==> src/design/bws_pkg.sv <==
package bws_pkg;

    // Timing at a 40 MHz system clock
    localparam int CLK_PERIOD_NS = 25;
    localparam int CMD_WAIT_NS = 6000;
    localparam int HOLD_WAIT_NS = 150000;
    localparam int TMR_W = 16;
    // Least times round up to whole cycles
    localparam logic [TMR_W-1:0] CMD_WAIT_CYC =
        TMR_W'((CMD_WAIT_NS + CLK_PERIOD_NS - 1) / CLK_PERIOD_NS);
    localparam logic [TMR_W-1:0] HOLD_WAIT_CYC =
        TMR_W'((HOLD_WAIT_NS + CLK_PERIOD_NS - 1) / CLK_PERIOD_NS);

    // Wait shift register, bit 0 is the output end
    localparam int SR_W = 8;
    localparam logic [SR_W-1:0] SR_RST = 8'hff;
    localparam int NUM_SW = 4;
    localparam int NUM_CS = 6;

    // Clock chip latches
    localparam int CMD_W = 8;
    localparam int DAT_W = 4;
    localparam int CMD_HOLD_BIT = 0;
    localparam int CMD_READ_BIT = 1;
    localparam logic ADDR0_CMD = 1'b1;
    localparam logic [CMD_W-1:0] CMD_RST = 8'h00;
    localparam logic [DAT_W-1:0] DAT_RST = 4'h0;

    typedef enum logic [1:0] {
        IA_IDLE = 2'b01,
        IA_ACK = 2'b10
    } bws_ia_state_t;

    typedef struct packed {
        logic psync;
        logic stval_n;
        logic sinta;
        logic phlda;
    } bws_bus_stat_t;

    typedef struct packed {
        logic [CMD_W-1:0] cmd;
        logic [DAT_W-1:0] data;
    } bws_rtc_latch_t;

endpackage : bws_pkg

==> src/design/bws_wait_gen.sv <==
`timescale 1ns/1ps
// Contract
// Every board access gets a switch-chosen 0, 1, 2, 4 or 8 wait states from four switches.
// A coprocessor access always gets at least two wait states.
// While the coprocessor pause input is asserted, ready is held low.
// An interrupt acknowledge cycle always gets at least two wait states.
// Board select is any chip select, the memory window or acknowledge; with pSYNC it loads.
// On load the shift output tap at once shows the inverse of the last pattern bit.
// With the first wait switch closed the last bit loads zero and ready drops at load.
// After pSYNC falls the register shifts on each bus clock falling edge until a one emerges.
// The wait length in bus clocks equals the zeros loaded at the output end.
// Coprocessor or acknowledge access forces the first two switch bits as if closed.
// Each write to the clock chip command latch holds ready low for about 6 us.
// Each write of the hold bit high holds ready low for about 150 us.
// Clock chip command and data are latched on select with write, address bit 0 picks which.
// On clock select with read and read bit set, data latch floats and the read buffer drives.
// Acknowledge indication comes from acknowledge status with valid status, suspended by hold.
// Ready is an open-collector low that any wait source can hold independently.
// Switch positions give 1, 2, 4 or 8 zeros at the output end; none gives no wait.
module bws_wait_gen
    import bws_pkg::*;
#(
    parameter logic [TMR_W-1:0] HOLD_CYC = HOLD_WAIT_CYC
) (
    input wire logic clock_i, // 40 MHz system clock
    input wire logic srst_i, // Synchronous reset, active high
    input wire logic bus_clk_i, // Bus clock, sampled
    input wire bws_bus_stat_t stat_i, // Bus sync and status lines
    input wire logic [NUM_CS-1:0] chip_sel_n_i, // On-board peripheral selects
    input wire logic copro_sel_n_i, // Math coprocessor select
    input wire logic mem_sel_n_i, // Memory window select
    input wire logic clk_sel_n_i, // Clock chip select
    input wire logic copro_pause_n_i, // Coprocessor pause, low to wait
    input wire logic [NUM_SW-1:0] wait_sw_i, // Wait switches, 1 means closed
    input wire logic wr_n_i, // Board write strobe
    input wire logic rd_n_i, // Board read strobe
    input wire logic addr0_i, // Address bit 0
    input wire logic [CMD_W-1:0] data_i, // Board data bus
    output logic intack_active_n_o, // Interrupt acknowledge in progress
    output logic board_sel_o, // Board select
    output logic rdy_o, // Bus ready level, always low
    output logic rdy_oe_o, // Bus ready pull-down enable
    output bws_rtc_latch_t rtc_o, // Clock chip command and data latches
    output logic rtc_data_oe_o, // Data latch drives clock chip
    output logic rtc_rdbuf_oe_o // Clock chip read buffer drives board bus
);

    // Interrupt acknowledge tracking
    bws_ia_state_t ia_ff;
    bws_ia_state_t nxt_ia;
    logic stat_valid;
    logic ack;
    logic ack_clear;

    assign stat_valid = stat_i.psync && !stat_i.stval_n;
    // A valid non-acknowledge status ends the sequence in its own cycle, so
    // a foreign access right after an acknowledge is not claimed by the board
    assign ack_clear = stat_valid && !stat_i.sinta && !stat_i.phlda;

    always_comb begin
        nxt_ia = ia_ff;
        case (ia_ff)
            IA_IDLE: begin
                if (stat_valid && stat_i.sinta && !stat_i.phlda) begin
                    nxt_ia = IA_ACK;
                end
            end
            IA_ACK: begin
                // DMA cycles must not end an acknowledge sequence halfway
                if (ack_clear) begin
                    nxt_ia = IA_IDLE;
                end
            end
            default: nxt_ia = IA_IDLE;
        endcase
    end

    always_ff @(posedge clock_i) begin
        if (srst_i) begin
            ia_ff <= IA_IDLE;
        end else begin
            ia_ff <= nxt_ia;
        end
    end

    // The first acknowledge cycle must count in its own sync phase
    assign ack = ((ia_ff == IA_ACK) || (stat_valid && stat_i.sinta)) && !ack_clear;
    assign intack_active_n_o = !ack || stat_i.phlda;

    // Board select and pattern
    logic load;
    logic force_two;
    logic [NUM_SW-1:0] eff_sw;
    logic [SR_W-1:0] pattern;

    assign board_sel_o = !(&chip_sel_n_i) || !copro_sel_n_i || !mem_sel_n_i
        || !clk_sel_n_i || !intack_active_n_o;
    assign load = board_sel_o && stat_i.psync;
    assign force_two = !copro_sel_n_i || !intack_active_n_o;
    assign eff_sw = {wait_sw_i[3:2], wait_sw_i[1:0] | {2{force_two}}};

    genvar gi;
    generate
        for (gi = 0; gi < SR_W; gi++) begin : g_pat
            assign pattern[gi] = !(eff_sw[3] || (eff_sw[2] && gi < 4)
                || (eff_sw[1] && gi < 2) || (eff_sw[0] && gi < 1));
        end
    endgenerate

    // Wait shift register
    logic [SR_W-1:0] sr_ff;
    logic [SR_W-1:0] nxt_sr;
    logic bus_clk_ff;
    logic bus_fall;
    logic shift_output_tap;

    assign bus_fall = bus_clk_ff && !bus_clk_i;

    always_comb begin
        nxt_sr = sr_ff;
        if (load) begin
            nxt_sr = pattern;
        end else if (!stat_i.psync && bus_fall) begin
            nxt_sr = {1'b1, sr_ff[SR_W-1:1]};
        end
    end

    always_ff @(posedge clock_i) begin
        if (srst_i) begin
            sr_ff <= SR_RST;
            bus_clk_ff <= 1'b0;
        end else begin
            sr_ff <= nxt_sr;
            bus_clk_ff <= bus_clk_i;
        end
    end

    // During load the tap follows the pattern at once, not a cycle later
    assign shift_output_tap = load ? !pattern[0] : !sr_ff[0];

    // Clock chip latches
    logic wr_strb;
    logic wr_strb_ff;
    logic wr_start;
    logic cmd_start;
    logic hold_start;
    logic rd_active;
    bws_rtc_latch_t rtc_ff;
    bws_rtc_latch_t nxt_rtc;

    assign wr_strb = !clk_sel_n_i && !wr_n_i;
    assign wr_start = wr_strb && !wr_strb_ff;
    assign cmd_start = wr_start && (addr0_i == ADDR0_CMD);
    assign hold_start = cmd_start && data_i[CMD_HOLD_BIT];

    always_comb begin
        nxt_rtc = rtc_ff;
        if (wr_start) begin
            if (addr0_i == ADDR0_CMD) begin
                nxt_rtc.cmd = data_i;
            end else begin
                nxt_rtc.data = data_i[DAT_W-1:0];
            end
        end
    end

    always_ff @(posedge clock_i) begin
        if (srst_i) begin
            rtc_ff <= '{cmd: CMD_RST, data: DAT_RST};
            wr_strb_ff <= 1'b0;
        end else begin
            rtc_ff <= nxt_rtc;
            wr_strb_ff <= wr_strb;
        end
    end

    assign rtc_o = rtc_ff;
    // Software must set the read bit first, otherwise the latch keeps driving
    assign rd_active = !clk_sel_n_i && !rd_n_i && rtc_ff.cmd[CMD_READ_BIT];
    assign rtc_data_oe_o = !rd_active;
    assign rtc_rdbuf_oe_o = rd_active;

    // Timed waits for the slow clock chip
    logic cmd_busy;
    logic hold_busy;

    bws_oneshot #(
        .CYC(CMD_WAIT_CYC)
    ) u_cmd_wait (
        .clock_i(clock_i),
        .srst_i(srst_i),
        .trig_i(cmd_start),
        .busy_o(cmd_busy)
    );

    bws_oneshot #(
        .CYC(HOLD_CYC)
    ) u_hold_wait (
        .clock_i(clock_i),
        .srst_i(srst_i),
        .trig_i(hold_start),
        .busy_o(hold_busy)
    );

    // Ready: wired-OR of independent pull-downs
    assign rdy_o = 1'b0;
    assign rdy_oe_o = shift_output_tap || cmd_start || cmd_busy || hold_busy
        || !copro_pause_n_i;
endmodule : bws_wait_gen

==> src/design/bws_oneshot.sv <==
`timescale 1ns/1ps
module bws_oneshot
    import bws_pkg::*;
#(
    parameter logic [TMR_W-1:0] CYC = CMD_WAIT_CYC
) (
    input wire logic clock_i, // System clock
    input wire logic srst_i, // Synchronous reset
    input wire logic trig_i, // Start or restart pulse
    output logic busy_o // High for CYC cycles after a trigger
);

    logic [TMR_W-1:0] cnt_ff;
    logic [TMR_W-1:0] nxt_cnt;

    // A retrigger restarts the full interval, like a retriggerable one-shot
    always_comb begin
        nxt_cnt = cnt_ff;
        if (trig_i) begin
            nxt_cnt = CYC;
        end else if (cnt_ff != '0) begin
            nxt_cnt = cnt_ff - TMR_W'(1);
        end
    end

    always_ff @(posedge clock_i) begin
        if (srst_i) begin
            cnt_ff <= '0;
        end else begin
            cnt_ff <= nxt_cnt;
        end
    end

    assign busy_o = (cnt_ff != '0);
endmodule : bws_oneshot

==> config.mk <==
export PLATFORM = sky130hd
export DESIGN_NAME = bws_wait_gen
export DESIGN_NICKNAME = d
export VERILOG_FILES = /design/src/design/bws_pkg.sv /design/src/design/bws_wait_gen.sv /design/src/design/bws_oneshot.sv
export SDC_FILE = /design/constraint.sdc
export NUM_CORES = 1
export LEC_CHECK = 0
export ABC_AREA = 1
export CAP_MARGIN = 20
export CORE_MARGIN = 3
export CORE_UTILIZATION = 40
export CTS_CLUSTER_SIZE = 24
export DETAILED_ROUTE_END_ITERATION = 8
export DONT_BUFFER_PORTS = 1
export PLACE_DENSITY_LB_ADDON = 0.25
export SYNTH_ARGS = -nofsm -noshare
export SYNTH_HDL_FRONTEND = slang
export SYNTH_SLANG_ARGS = --single-unit
==> constraint.sdc <==
create_clock -name clock_i -period 1.9 [get_ports clock_i]
set_clock_uncertainty 0.05 [all_clocks]
set_input_delay 0.19 -clock clock_i [delete_from_list [all_inputs] [get_ports clock_i]]
set_output_delay 0.19 -clock clock_i [all_outputs]
set_load 0.01 [all_outputs]
### Word-level counts from Yosys, hierarchy flattened

Index checks and enable logic that the tools add are counted.
Widths: inputs -> output; s select.

| word-level totals | value |
|---|---|
| bits in registers | 56 |
| input bits | 32 |

| operators by class | value |
|---|---|
| add/sub/neg operators | 2 |
| equal/unequal tests | 4 |
| mux-type cells | 10 |
| bitwise operators | 2 |
| reduce and logical (&&, ||, !) cells | 62 |

Operators with widths:

| cell | number |
|---|---|
| $mux 8 | 4 |
| $reduce_bool 16->1 | 2 |
| $sub 16x1->16 const B | 2 |
| $mux 13 | 2 |
| $logic_not 1->1 | 22 |
| $logic_and 1x1->1 | 15 |
| $logic_or 1x1->1 | 14 |
| $reduce_and 2->1 | 3 |
| $reduce_and 6->1 | 1 |
| $reduce_bool 2->1 | 3 |
| $mux 2 | 2 |
| $ne 2x2->1 const B | 2 |
| $pmux 2 s2 | 1 |
| $reduce_or 2->1 | 2 |
| $eq 2x1->1 const B | 1 |
| $eq 2x2->1 const B | 1 |
| $or 2x2->2 | 1 |
| $mux 1 | 1 |
| $not 1->1 | 1 |

### Logic depth before layout (Yosys ltp)

Gate-level depths: netlist (run 1).

| depth | value |
|---|---|
| depth in word-level cells | 18 |
| gate-level depth with buffers | 11 |
| mapped depth without buffers | 11 |

### Hierarchy

Synthesis (run 1) repeated with hierarchy kept, for this count alone.

| unflattened totals | value |
|---|---|
| cell total of the unflattened synthesis | 456 |
| area total of the unflattened synthesis | 3075.4 µm² |

By module, submodules not included:

| module | instances | cells each | area each (µm²) |
|---|---|---|---|
| bws_wait_gen | 1 | 163 | 1098.6 |
| bws_oneshot at u_hold_wait | 1 | 147 | 997.2 |
| bws_oneshot at u_cmd_wait | 1 | 146 | 979.7 |

### Worst setup path after synthesis (run 1)

No wires, ideal clock.

| timing path | value |
|---|---|
| path kind | reg2out |
| from | reg u_hold_wait.cnt_ff[0] |
| to | out rdy_oe_o |
| data arrival time | 1380 ps |
| path slack | 280 ps |
| stages on the path, launching flop included | 8 |
| path buffers | 0 |
| cells stage by stage | dfxtp_1 > inv_1 > ha_1 > nand2_1 > nor2_4 > nand4_1 > nor3_1 > nand2_1 |

| on the way | value |
|---|---|
| longest elaborated chain between the ends | 3 |

Ends and longest elaborated chain:

| item | RTL line | source |
|---|---|---|
| from (decl) | bws_oneshot.sv:13 | `logic [TMR_W-1:0] cnt_ff;` |
| from (signal assigned) | bws_oneshot.sv:30 | `cnt_ff <= nxt_cnt;` |
| $reduce_bool 16->1 | bws_oneshot.sv:34 | `assign busy_o = (cnt_ff != '0);` |
| $logic_or 1x1->1 | bws_wait_gen.sv:207 | `assign rdy_oe_o = shift_output_tap \|\| cmd_start \|\| cmd_busy \|\| hold_busy` |
| $logic_or 1x1->1 | bws_wait_gen.sv:208 | `\|\| !copro_pause_n_i;` |
| to (decl) | bws_wait_gen.sv:42 | `output logic rdy_oe_o,` |

No other way between the ends.

### Final worst setup path (run 1)

Ends and elaborated chain as after synthesis.

==> results of run 1 <==
==> per-layer routing <==
metal,share of wire [%],global-route usage (%),wire [um],vias to the layer above
met1,46,19.3,2890,1177
met3,3.2,3.00,198,10
met4,1.5,5.61,93,0
li1,-,-,-,1375
met2,49,27.4,3060,35
met5,0,0,0,-
==> cells by family (layout without fill, tap and decap cells) <==
kind of cell | count (synthesis) | in the layout | share of synthesized area [%]
compound gates | 53 | 53 | 10.0
flops | 56 | 56 | 39.4
xor+xnor | 12 | 12 | 3.69
buf+inv | 66 | 83 | 8.84
simple gates | 230 | 230 | 37.1
other cells | 1 | 1 | 0.132
fa+ha+maj | 2 | 2 | 0.879
==> layout make-up <==
class	instances	area, um2	area share [%]
multi-input cells	298	1520	47.4
flip-flops and latches	56	1120	35.0
inverters	59	221	6.90
repair buffers	16	130	4.05
well taps	96	120	3.74
clock buffers	5	68.8	2.14
clock inverters	3	23.8	0.741
==> state kept, by name, indices dropped and copies added (netlist names) <==
name,cells
bus_clk_ff,1
ia_ff,2
rtc_o,12
sr_ff,8
u_cmd_wait.cnt_ff,16
u_hold_wait.cnt_ff,16
wr_strb_ff,1
==> cells in the final DEF, fill, tap and decap left out, types with 10 or more instances in the layout <==
cell	Yosys	final
nor2_1	52	50
a21oi_1	32	32
o21ai_0	14	14
nand3_1	28	27
nor3_1	11	10
dfxtp_1	56	54
buf_4	1	12
nand2_1	102	100
inv_1	57	55
nand4_1	12	12
==> path summary, 6_finish.rpt <==
path                            end  cells after the start
min                        rtc_o[7]                      2
max reg2reg  u_hold_wait.cnt_ff[11]                     10
min reg2reg                sr_ff[3]                      2
max                        rdy_oe_o                      7
==> stage by stage <==
stage / setup WS, ns / area, um2 / std cells / util [%]
after CTS: 0.0194 / 3160 / 531 / 46.3
after detailed placement: 0.167 / 3000 / 517 / 43.9
after global placement: 0.225 / 3000 / 517 / 43.9
final: 0.111 / 3210 / 533 / 47.0
after global routing: -0.0356 / 3210 / 533 / 47.0
after floorplan: 0.280 / 2850 / 420 / -
==> power by group <==
| part | leakage (uW) | internal [uW] | total [uW] | switching (uW) |
|---|---|---|---|---|
| clock | 0.0000404 | 262 | 673 | 411 |
| sequential | 0.000462 | 1520 | 1820 | 296 |
| combinational | 0.000931 | 1110 | 2750 | 1630 |
==> timing repair <==
action,4_1_cts,5_1_grt
gates resized for setup,5,10
hold buffers,4,0
endpoints found under the setup margin,1,1
pin swaps,3,2
endpoints found under the hold margin,14,0
buffers inserted,2,2
==> qor.csv, run 1 <==
stage,metric,value,unit
clock_tree,insertion_delay,0.32,ns
detailed_routing,wl_per_cell,11.7,um
synthesis,synth_commonest_cells,"102 x nand2_1, 57 x inv_1, 56 x dfxtp_1",
detailed_routing,vias,2597,
synthesis,synth_ff_type,dfxtp_1,
critical_path,max_stage_delay,0.34,ns
pwr,peakVddDrop,0.000837,V
timing,fin_setup_tns,0,ns
job,max_cap_viol_count,0,
die,core,6830,um2
timing,clock.fmax,559,MHz
timing,relSlewSlack,63.6,%
synthesis,yosysWarnings,0,
synthesis,synth_cell_types,30,
clock_tree,cts_made_buffers,5,
clock_tree,cts_num_sinks,56,
detailed_routing,drt-total-wl,6240,um
global_routing,gr-total-overflow,0,
synthesis,synth_top_cell_by_area,dfxtp_1,
critical_path,cp_num_buf_inv,1,
timing,setup_viol,0,
critical_path,crit_slowest_cell,dfxtp_2,
placement,place_congestion,0.858,
timing,min_period,1.79,ns
critical_path,rrSetupSlack,0.32,ns
detailed_routing,ant_nets,0,
critical_path,path_cells,"inv_2, ha_2, nand2_2, nor2_4, nand4_1, nor3_2, nand2_2",
synthesis,syn_avg_cell_area,6.78,um2
critical_path,cpMostUsedCell,nand2_2,
synthesis,synthArstFlopShare,0,%
die,start_util,41.7,%
timing,max_slew.worst_pin.slew,0.545,ns
layout,diodes,0,
die,dieArea,8160,um2
clock_tree,clkTransAtPathRegs,0.10,ns
die,die_x,90.4,um
layout,nets,470,
critical_path,critical_path_arrival,1.55,ns
clock_tree,cts_buffer_depth,2,
layout,areaGrowthSynthToFinish,12.7,%
timing,whs,0.0137,ns
die,io_pins,50,
placement,port_buffers,0,
min_path,hold_class,primary input to register,
synthesis,synth_top_area_share,39.4,%
critical_path,regToRegStartpoint,u_hold_wait.cnt_ff[0],
layout,layout-drive-gt1-share,12.6,%
critical_path,cp.required,1.66,ns
synthesis,syn-num-nets,454,
pwr,power.density,1630,nW/um2
synthesis,netlist_area,2850,um2
critical_path,critPathMaxFanout,6,
detailed_routing,drcViolationCount,0,
critical_path,cp-start-kind,register,
global_routing,grt_max_degree,20,
synthesis,ys_seq_area_share,39.4,%
synthesis,synth_edf_count,0,
run_status,status,"finished, final reports clean",
clock_tree,cts_tree,built,
detailed_routing,first_iter_violations,51,
synthesis,synth-seq-cells,56,
critical_path,crit_path_end_kind,primary output,
synthesis,synth_most_common_cell,nand2_1,
critical_path,crit_type,register to primary output,
global_routing,grtUsageTotal,15.7,%
timing,finalHoldViolations,0,
die,die_h,90.4,um
placement,dpl.hpwl,4610,um
global_routing,antenna_found_initial,0,
layout,fill_cells,725,
synthesis,syn_inst,420,
critical_path,startpoint,u_hold_wait.cnt_ff[0],
global_routing,grt_pass1_wl,10900,um
detailed_routing,viasPerCell,4.87,
critical_path,crit_family,simple AND/OR/NAND/NOR gates,
synthesis,ys_top_cells_by_area,"dfxtp_1 39%, nand2_1 13%, inv_1 7.5%, nor2_1 6.9%, a21oi_1 5.6%",
global_routing,grt_pass1_vias,2489,
pwr,p_total,5240,uW
timing,finalCritPeriodShare,94.2,%
pwr,leakagePower,0.00143,uW
clock_tree,htree_num_levels,2,
clock_tree,cts_root_buffer,clkbuf_8,
min_path,min_from,data_i[3],
timing,drv_slew,0,
detailed_routing,dr.pass1.iters,4,
die,rows,30,
Power figures use the tool's default switching activity.
==> run 2, diff against run 1 <==
--- a/config.mk
+++ b/config.mk
@@ -8,7 +8,7 @@
 export ABC_AREA = 1
 export CAP_MARGIN = 20
 export CORE_MARGIN = 3
-export CORE_UTILIZATION = 40
+export CORE_UTILIZATION = 30
 export CTS_CLUSTER_SIZE = 24
 export DETAILED_ROUTE_END_ITERATION = 8
 export DONT_BUFFER_PORTS = 1
==> qor.csv, run 2 (synthesis gave the netlist of run 1 again) <==
stage,metric,value,unit,change
clock_tree,htree_num_levels,2,,unchanged
detailed_routing,ant_nets,0,,unchanged
detailed_routing,drcViolationCount,0,,unchanged
detailed_routing,wl_per_cell,11.6,um,-1.0%
job,max_cap_viol_count,0,,unchanged
timing,max_slew.worst_pin.slew,0.574,ns,+0.0290 ns
timing,setup_viol,0,,unchanged
die,start_util,31.7,%,-10 points
global_routing,grt_pass1_vias,2400,,-3.6%
detailed_routing,dr.pass1.iters,4,,unchanged
clock_tree,cts_tree,built,,
clock_tree,insertion_delay,0.29,ns,-0.03 ns
layout,regArea,1120,um2,+0.11%
global_routing,grt_pass1_wl,10700,um,-1.7%
clock_tree,cts_num_sinks,56,,unchanged
detailed_routing,wl_met2,3170,um,+3.6%
critical_path,crit_path_end_kind,primary output,,
layout,areaGrowthSynthToFinish,13.9,%,
detailed_routing,top_layer,met4,,
pwr,peakVddDrop,0.000715,V,-15%
layout,final_common_cell,nand2_1,,
timing,relSlewSlack,61.6,%,-1.9 points
critical_path,cp-start-kind,register,,
clock_tree,clkTransAtPathRegs,0.10,ns,about the same
placement,place_congestion,0.868,,+1.2%
die,io_pins,50,,unchanged
layout,multi_input_area,1520,um2,+0.16%
min_path,hold_class,primary input to register,,
critical_path,critPathMaxFanout,4,,-2
layout,utilization,36.1,%,-11 points
global_routing,gr-total-overflow,0,,unchanged
layout,nets,469,,-0.21%
die,core,8980,um2,+31%
global_routing,antenna_found_initial,0,,unchanged
global_routing,grtUsageTotal,12.4,%,-3.3 points
pwr,p_total,5210,uW,-0.60%
timing,finalCritPeriodShare,94.0,%,-0.13 points
placement,dpl.hpwl,5050,um,+9.6%
critical_path,critical_path_arrival,1.55,ns,about the same
global_routing,grt_max_degree,16,,-20%
timing,min_period,1.79,ns,-0.00246 ns
die,die_h,103,um,+14%
placement,port_buffers,0,,unchanged
detailed_routing,first_iter_violations,66,,+29%
run_status,status,"finished, final reports clean",,
layout,fill_cells,982,,+35%
die,die_x,103,um,+14%
detailed_routing,met3_length,240,um,+21%
detailed_routing,vias,2561,,-1.4%
detailed_routing,drt-total-wl,6510,um,+4.4%
die,rows,34,,+13%
layout,final_cell_mix,"100 x nand2_1, 55 x inv_1, 55 x dfxtp_1",,
timing,finalHoldViolations,0,,unchanged
detailed_routing,drt-met1-wl,3050,um,+5.6%
clock_tree,cts_made_buffers,5,,unchanged
timing,drv_slew,0,,unchanged
die,dieArea,10700,um2,+31%
critical_path,crit_type,register to primary output,,
clock_tree,cts_root_buffer,clkbuf_8,,
detailed_routing,viasPerCell,4.56,,-6.5%
clock_tree,cts_buffer_depth,2,,unchanged
critical_path,cp.required,1.66,ns,about the same
pwr,power.density,1610,nW/um2,-1.6%
pwr,leakagePower,0.00144,uW,+0.29%
layout,layout-drive-gt1-share,12.2,%,-0.43 points
timing,clock.fmax,560,MHz,+0.14%
layout,diodes,0,,unchanged
==> run 2: cell types whose count changed in the layout (fill, tap and decap cells not counted), moves of 2 or more <==
cell        previous run  this run
dfxtp_2                2         0
clkbuf_1               0         2
nor2_1                50        48
clkinvlp_4             2         0
==> run 2: metrics by stage <==
step | std cells | setup TNS [ns] | setup slack (ns) | area [um2] | hold slack, ns
2_1_floorplan | 420 | 0 | 0.280 | 2850 | 0.209
3_3_place_gp | 545 | 0 | 0.212 | 3020 | 0.212
4_1_cts | 559 | 0 | 0.0116 | 3190 | 0.0281
3_5_place_dp | 545 | 0 | 0.175 | 3020 | 0.214
5_1_grt | 562 | -0.00177 | -0.00177 | 3240 | 0.0289
6_report | 562 | 0 | 0.113 | 3240 | 0.0389
==> run 2: final cells by class <==
| class | count | area share (%) |
|---|---|---|
| Clock buffer | 8 | 2.78 |
| Inverter | 59 | 6.91 |
| Multi-Input combinational cell | 298 | 47.0 |
| Sequential cell | 56 | 34.7 |
| Tap cell | 126 | 4.86 |
| Timing Repair Buffer | 15 | 3.78 |
==> run 2: layer usage <==
metal / track usage [%] / vias up
met5: 0 / -
met4: 2.59 / 0
met3: 2.95 / 4
met2: 21.5 / 30
met1: 15.8 / 1157
li1: - / 1370
==> run 2: where the power goes <==
group          internal, uW  switching, uW  total [uW]
Clock                   299            364         663
Sequential             1520            299        1820
Combinational          1110           1620        2720
Total                  2930           2280        5210
==> run 2: path summary, 6_finish.rpt <==
check	slack (ns)	endpoint	from	cells past startpoint
max	0.11	rdy_oe_o	u_cmd_wait.cnt_ff[0]	7
min	0.04	rtc_o[9]	data_i[5]	2
max reg2reg	0.32	u_cmd_wait.cnt_ff[0]	u_cmd_wait.cnt_ff[0]	8
min reg2reg	0.43	sr_ff[7]	sr_ff[7]	2
==> run 2: worst max-delay path, cell delays in order (launching register included) <==
cell and delay, ns:
dfxtp_1 0.35, inv_2 0.08, ha_2 0.20, nand3_2 0.12, nor2_4 0.14, nand4_2 0.11, nor3_2 0.15, nand2_2 0.10
==> run 2: timing repair <==
action                     4_1_cts  5_1_grt
gates resized for setup          7       11
buffers inserted                 2        3
pin swaps                        4        5
hold buffers                     4        0
hold endpoints to repair        14        0
setup endpoints to repair        1        1
